### src/core/cpu_act_cfg_pkg.sv
package cpu_act_cfg_pkg;
   // ****************************************
   // field layout
   // ****************************************
   localparam int PRESENT_BIT    = 31;
   localparam int XTC_LSB        = 21;
   localparam int XTC_W          = 8;
   localparam int TCS_BIT        = 19;
   localparam int SCS_BIT        = 18;
   localparam int DCS_BIT        = 17;
   localparam int ICS_BIT        = 16;
   localparam int MASTER_BIT     = 1;
   localparam int ACT_BIT        = 0;
   // ****************************************
   // reset values
   // ****************************************
   localparam logic [7:0] XTC_RST_CPU0   = 8'h00;
   localparam logic       MASTER_RST_CPU0 = 1'b1;
   localparam logic       ACT_RST_CPU0    = 1'b1;

   typedef struct packed {
      logic       wrEn;
      logic       crossCtx;
      logic       writerMaster;
      logic [31:0] data;
   } reg_write_t;

   typedef struct packed {
      logic       excLevelSet;
      logic       threadEnClear;
      logic       evpClear;
      logic [7:0] soleTc;
   } hw_event_t;
endpackage

### src/core/cfg_field_latch.sv
`timescale 1ns/1ps
module cfg_field_latch #(
   parameter int        W        = 1,
   parameter logic [W-1:0] RST_VAL = '0
) (
   // clock and reset
   input  wire logic         mclk,
   input  wire logic         arst_n,
   // load
   input  wire logic         ld,
   input  wire logic [W-1:0] d,
   // value
   output logic [W-1:0]      q
);
   always_ff @(posedge mclk or negedge arst_n) begin
      if (!arst_n) begin
         q <= RST_VAL;
      end else if (ld) begin
         q <= d;
      end
   end
endmodule

### src/core/virtual_cpu_activation_config.sv
`timescale 1ns/1ps
module virtual_cpu_activation_config
   import cpu_act_cfg_pkg::*;
#(
   parameter int         CPU_INDEX        = 0,
   parameter logic       HAS_SECOND_CFG   = 1'b1,
   parameter logic [3:0] CACHE_SHARED     = 4'h0,
   parameter logic       LOAD_ON_EVP_CLR  = 1'b0
) (
   // clock and reset
   input  wire logic                       mclk,
   input  wire logic                       arst_n,
   // register access
   input  cpu_act_cfg_pkg::reg_write_t     wr,
   output logic [31:0]                     rdData,
   // hardware events
   input  cpu_act_cfg_pkg::hw_event_t      evt,
   input  wire logic                       excLevelNow,
   input  wire logic                       threadEnNow,
   input  wire logic                       enableVirtualCpus,
   // scheduling outputs
   output logic                            cpuRun,
   output logic                            exclusiveValid,
   output logic [7:0]                      exclusiveTc,
   output logic                            masterGrant
);
   import cpu_act_cfg_pkg::*;

   // ****************************************
   // storage
   // ****************************************
   localparam logic IS0 = (CPU_INDEX == 0);
   logic [7:0] xtc_ff;
   logic       master_ff;
   logic       act_ff;
   logic       excl_ff;
   logic       privWr;
   logic       xtcSwWr;
   logic       xtcHwLd;
   logic [7:0] nxt_xtc;
   logic       actRise;

   assign privWr  = wr.wrEn && wr.writerMaster;
   assign xtcSwWr = privWr && wr.crossCtx && !act_ff;
   assign xtcHwLd = evt.excLevelSet || evt.threadEnClear
                    || (LOAD_ON_EVP_CLR && evt.evpClear);
   assign nxt_xtc = xtcHwLd ? evt.soleTc : wr.data[XTC_LSB +: XTC_W];

   cfg_field_latch #(
      .W       (8),
      .RST_VAL (IS0 ? XTC_RST_CPU0 : 8'h00)
   ) u_xtc (
      .mclk   (mclk),
      .arst_n (arst_n),
      .ld     (xtcHwLd || xtcSwWr),
      .d      (nxt_xtc),
      .q      (xtc_ff)
   );

   // ****************************************
   // master and activation
   // ****************************************
   always_ff @(posedge mclk or negedge arst_n) begin
      if (!arst_n) begin
         master_ff <= IS0 ? MASTER_RST_CPU0 : 1'b0;
      end else if (privWr) begin
         master_ff <= wr.data[MASTER_BIT];
      end
   end

   always_ff @(posedge mclk or negedge arst_n) begin
      if (!arst_n) begin
         act_ff <= IS0 ? ACT_RST_CPU0 : 1'b0;
      end else if (privWr) begin
         act_ff <= wr.data[ACT_BIT];
      end
   end

   // ****************************************
   // exclusive issue on activation
   // ****************************************
   assign actRise = privWr && wr.data[ACT_BIT];
   always_ff @(posedge mclk or negedge arst_n) begin
      if (!arst_n) begin
         excl_ff <= 1'b0;
      end else if (actRise) begin
         // a hardware load in the same cycle still wins
         excl_ff <= xtcHwLd || excLevelNow || !threadEnNow;
      end else if (xtcHwLd) begin
         excl_ff <= 1'b1;
      end else if (!excLevelNow && threadEnNow) begin
         excl_ff <= 1'b0;
      end
   end

   assign exclusiveValid = excl_ff;
   assign exclusiveTc    = xtc_ff;
   assign cpuRun         = act_ff && enableVirtualCpus;
   assign masterGrant    = master_ff;

   // ****************************************
   // read view
   // ****************************************
   always_comb begin
      rdData                        = 32'h0000_0000;
      rdData[PRESENT_BIT]           = HAS_SECOND_CFG;
      rdData[XTC_LSB +: XTC_W]      = xtc_ff;
      rdData[TCS_BIT]               = CACHE_SHARED[3];
      rdData[SCS_BIT]               = CACHE_SHARED[2];
      rdData[DCS_BIT]               = CACHE_SHARED[1];
      rdData[ICS_BIT]               = CACHE_SHARED[0];
      rdData[MASTER_BIT]            = master_ff;
      rdData[ACT_BIT]               = act_ff;
   end
endmodule

### config.mk
export PLATFORM = sky130hd
export DESIGN_NAME = virtual_cpu_activation_config
export DESIGN_NICKNAME = d
export VERILOG_FILES = /design/src/core/cpu_act_cfg_pkg.sv /design/src/core/cfg_field_latch.sv /design/src/core/virtual_cpu_activation_config.sv
export SDC_FILE = /design/constraint.sdc
export NUM_CORES = 1
export LEC_CHECK = 0
export BUFFER_PORTS_ARGS = -buffer_cell sky130_fd_sc_hd__buf_4
export CAP_MARGIN = 20
export CORE_ASPECT_RATIO = 1.2
export CORE_MARGIN = 10
export CORE_UTILIZATION = 31
export CTS_BUF_LIST = sky130_fd_sc_hd__clkbuf_4
export DETAILED_ROUTE_END_ITERATION = 8
export GPL_TIMING_DRIVEN = 0
export PLACE_DENSITY = 0.75
export SETUP_SLACK_MARGIN = 0.1
export SLEW_MARGIN = 20
export SYNTH_ARGS = -nofsm -noshare
export SYNTH_HDL_FRONTEND = slang
export SYNTH_SLANG_ARGS = --single-unit
### constraint.sdc
create_clock -name mclk -period 1.3 [get_ports mclk]
set_input_delay 0.13 -clock mclk [delete_from_list [all_inputs] [get_ports mclk]]
set_output_delay 0.13 -clock mclk [all_outputs]
set_load 0.005 [all_outputs]
Yosys cells after proc, flatten, opt, wreduce, memory -nomap -nowiden. Cells that the tools add are included.

Bits in registers: 11. Logic and storage cells: 22. Bits of input ports: 51.

Muxes and demuxes: 4. Reduce and logical (&&, ||, !) cells: 14.

Operator list (count): 8-bit 2-to-1 mux (1); 1-bit logical AND (6); 1-bit logical OR (4); 1-bit logical NOT (3); 1-bit 2-to-1 mux (3); 3-bit nonzero test (1).

Depth between registers and ports, before layout.
Depth in word-level cells: 5. Mapped depth: 3. Depth with buffers taken out: 3.

By module. A second synthesis with hierarchy kept.

Cells, all modules: 72. Area total of the unflattened synthesis: 819.5 µm².

By module, submodules not included: virtual_cpu_activation_config (instances 1, cells an instance 55, sequential area each 77.6 µm², area each 488.0 µm²); cfg_field_latch (instances 1, cells an instance 17, sequential area each 200.2 µm², area each 331.6 µm²).

Worst setup path after synthesis. No wires, ideal clock.

Path kind: flip-flop to flip-flop. Start point: register act_ff. End point: register u_xtc.q[0]. Path buffers: 0. Cell stages (with the launch flop): 4. Arrival: 1098 ps. Setup slack: 77 ps. Period minus slack after synthesis: 1223 ps. Path through: dfstp_2 -> nand2b_4 -> o21ai_4 -> mux2_4.

Cells in the longest elaborated chain, start to end: 3.

RTL lines: start: declaration (line virtual_cpu_activation_config.sv:35) `logic act_ff;`; start signal: assignment (line virtual_cpu_activation_config.sv:73) `act_ff <= IS0 ? ACT_RST_CPU0 : 1'b0;`; start signal: assignment (line virtual_cpu_activation_config.sv:75) `act_ff <= wr.data[ACT_BIT];`; 1-bit logical NOT (line virtual_cpu_activation_config.sv:44) `assign xtcSwWr = privWr && wr.crossCtx && !act_ff;`; 1-bit logical AND (line virtual_cpu_activation_config.sv:44); 1-bit logical OR (line virtual_cpu_activation_config.sv:55) `.ld (xtcHwLd || xtcSwWr),`; end signal: assignment (line cfg_field_latch.sv:17) `q <= RST_VAL;`; end signal: assignment (line cfg_field_latch.sv:19) `q <= d;`; end: declaration (line cfg_field_latch.sv:13) `output logic [W-1:0] q`.

No other way between the ends. A chain may end at the register's enable or synchronous reset.

Worst setup path in the final report.
Start point: register act_ff. End point: register u_xtc.q[4].

Same word-level chain as after synthesis.

==> run summary <==
Critical path's largest stage delay -> 530 ps
DP Area -> 1310 sq um
Clock transition at path regs -> 70 ps
Synth-to-Final Area Change -> 65.6%
F_max -> 785 MHz
Met1 track demand over resource -> 7.04%
Antenna Diode Count -> 0
Final ANT Viol Nets -> 0
Register area -> 278 sq um
Leakage power -> 0.000763 uW
Largest net degree at the start of global routing -> 12
Post-Layout Inst Area -> 1370 sq um
Post-Syn Area -> 830 sq um
Fin Setup TNS -> 0 ps
Drt pass-1 iters -> 3
Synth warn -> 0
Initial core utilization -> 32.5%
Post-DP HPWL -> 1970 um
Post-synthesis mux area share -> 28.1%
Crit end category -> flip-flop
Unrepaired setup endpoints after global routing -> yes
Crit path cell chain -> nand2b_4 -> o21ai_4 -> buf_12 -> mux2_4
DRT iter0 DRCs -> 12
Initial antenna violation count -> 0
Met3 GRT Util -> 5.38%
CORE AREA -> 2550 sq um
Yosys top cell area share -> 29.0%
CP bufs+invs -> 1
Crit-path max FO -> 8
Clock Latency Late Sink -> 260 ps
Worst setup margin -> 26.6 ps
PD cells -> 808 nW/um^2
Most common cell in the synthesized netlist -> buf_4
Final hold slack -> 101 ps
Fin Clk Skew -> 1.46 ps
Min Tclk post-route -> 1270 ps
Req. time, crit path -> 1450 ps
Vias -> 661
Routed WL -> 2270 um
Worst setup SP type -> flip-flop
Rows -> 20
Crit Path Class -> flip-flop to flip-flop
Area leader, netlist -> buf_4
Max-cap violations -> 0
Adder-cell share of the synthesized area -> 0%
Pre-CTS setup slack -> -35.3 ps
Routability congestion estimate -> 0.714
First-pass GRT wire length -> 3570 um
Slowest CP cell -> dfstp_2
Total CTS buffers -> 3
Post-synthesis compound-gate area fraction -> 3.32%
Clock root buffer -> clkbuf_4
Avg Synthesized Cell Area -> 11.7 sq um
Synth top area cells -> buf_4 29%, dfrtp_1 27%, mux2_4 14%
Min-delay worst type -> input port to flip-flop
I/O Pins -> 94
Share of flip-flops with an asynchronous set or reset -> 100%
XOR/XNOR Fraction of Synth Area -> 0%
CTS resizes -> 0
Commonest cells post-synth -> 32 x buf_4, 10 x mux2_2, 9 x dfrtp_1, 8 x mux2_4
Area of the multi-input gates -> 387 sq um
Max Slew Vio Count -> 0
Die ar. -> 5150 sq um
Layout Nets -> 198
Main combinational cell family by area after synthesis -> buffers and inverters
Main synth FF type -> dfrtp_1
Simple-Gate Fraction of Synth Area -> 5.28%
Fin. Hold Viols -> 0
CTS sink cnt -> 11
Die Y -> 76.7 um
Drt via density -> 3.69
Met2 usage -> 16.0%
Register area share after synthesis -> 33.5%
Cell variety after synth -> 14
Number of I/O port buffers -> 48
Outcome -> complete, no violations
Seq cells post-synth -> 11
Post-synth EDFFs -> 0
DIE WIDTH -> 67.2 um
GRT overflow -> 0
Crit path DAT -> 1420 ps
Filler Cell Count -> 239
Final period util -> 98.0%
Drt wl/cell -> 12.7 um
Vias in the first global route -> 778
Critical path's top delay family -> flip-flops
H-Tree Depth -> 1
DR DRC count -> 0
CTS tree -> built
# setup viols final -> 0
GR peak layer -> met2
Syn Inst Count -> 71
Worst VDD drop -> 474 uV
GRT Util Overall -> 8.58%
CTS Buffer Depth -> 2
Share of cells above drive strength 1 -> 75.3%
[kinds of logic after synthesis]
logic type             after synthesis
buffers and inverters               32
AOI/OAI and AO/OA                    3
muxes                               18
other                                2
and+or+nand+nor                      5
DFF                                 11
[sequential cells by signal, indices dropped and copies added (netlist names)]
register	flops
exclusiveValid	1
masterGrant	1
act_ff	1
u_xtc.q	8
[per-stage QoR]
stage / util (%) / cells / total power [uW]
final: 53.8 / 179 / 1110
after global routing: 53.8 / 179 / 1190
after global placement: 51.2 / 172 / 848
after CTS: 53.8 / 179 / 1130
after floorplan: - / 91 / 646
after detailed placement: 51.2 / 172 / 856
[per-layer routing]
layer	part of all wire (%)	vias up
met4	0	0
li1	-	328
met2	52	39
met5	0	-
met1	32	294
met3	16	0
[final timing paths]
kind | start | to | cells after the start | slack (ps)
worst max-delay path | act_ff | u_xtc.q[4] | 4 | 30
worst min-delay path | wr[1] | masterGrant | 2 | 100
worst max register to register | act_ff | u_xtc.q[4] | 4 | 30
worst min register to register | u_xtc.q[0] | u_xtc.q[0] | 1 | 540
max in group asynchronous | arst_n | masterGrant | 2 | 810
min in group asynchronous | arst_n | u_xtc.q[7] | 2 | 260
[where the power goes]
group	switching (uW)	leakage, uW	internal, uW
registers	28.4	0.000124	387
logic	135	0.000621	312
clock network	107	0.0000184	139
total	271	0.000763	839
[timing repair]
item / in CTS / in global routing
pin swaps: 1 / 1
gates cloned: 0 / 0
endpoints found under the hold margin: 11 / 0
endpoints found under the setup margin: 8 / 10
hold buffers: 1 / 0
buffers inserted: 2 / 0
[layout by cell type (no fill, tap or decap)]
cell type,n
nor2b_1,1
mux2_2,10
a31oi_1,1
o21ai_0,1
nor2_4,1
and2_1,1
dfstp_2,2
clkbuf_4,4
mux2_4,8
conb_1,22
nand2b_4,1
buf_12,1
dfrtp_1,9
dlygate4sd3_1,1
o21ai_4,1
buf_4,81
nand2_2,1
[layout make-up]
type                       instances  area share [%]
buffer                            32            17.5
tap                               33            3.01
clock buffer                       4            2.19
timing repair buffer              51            29.0
multi-input combinational         48            28.1
sequential                        11            20.2
Power figures use the tool's default switching activity.
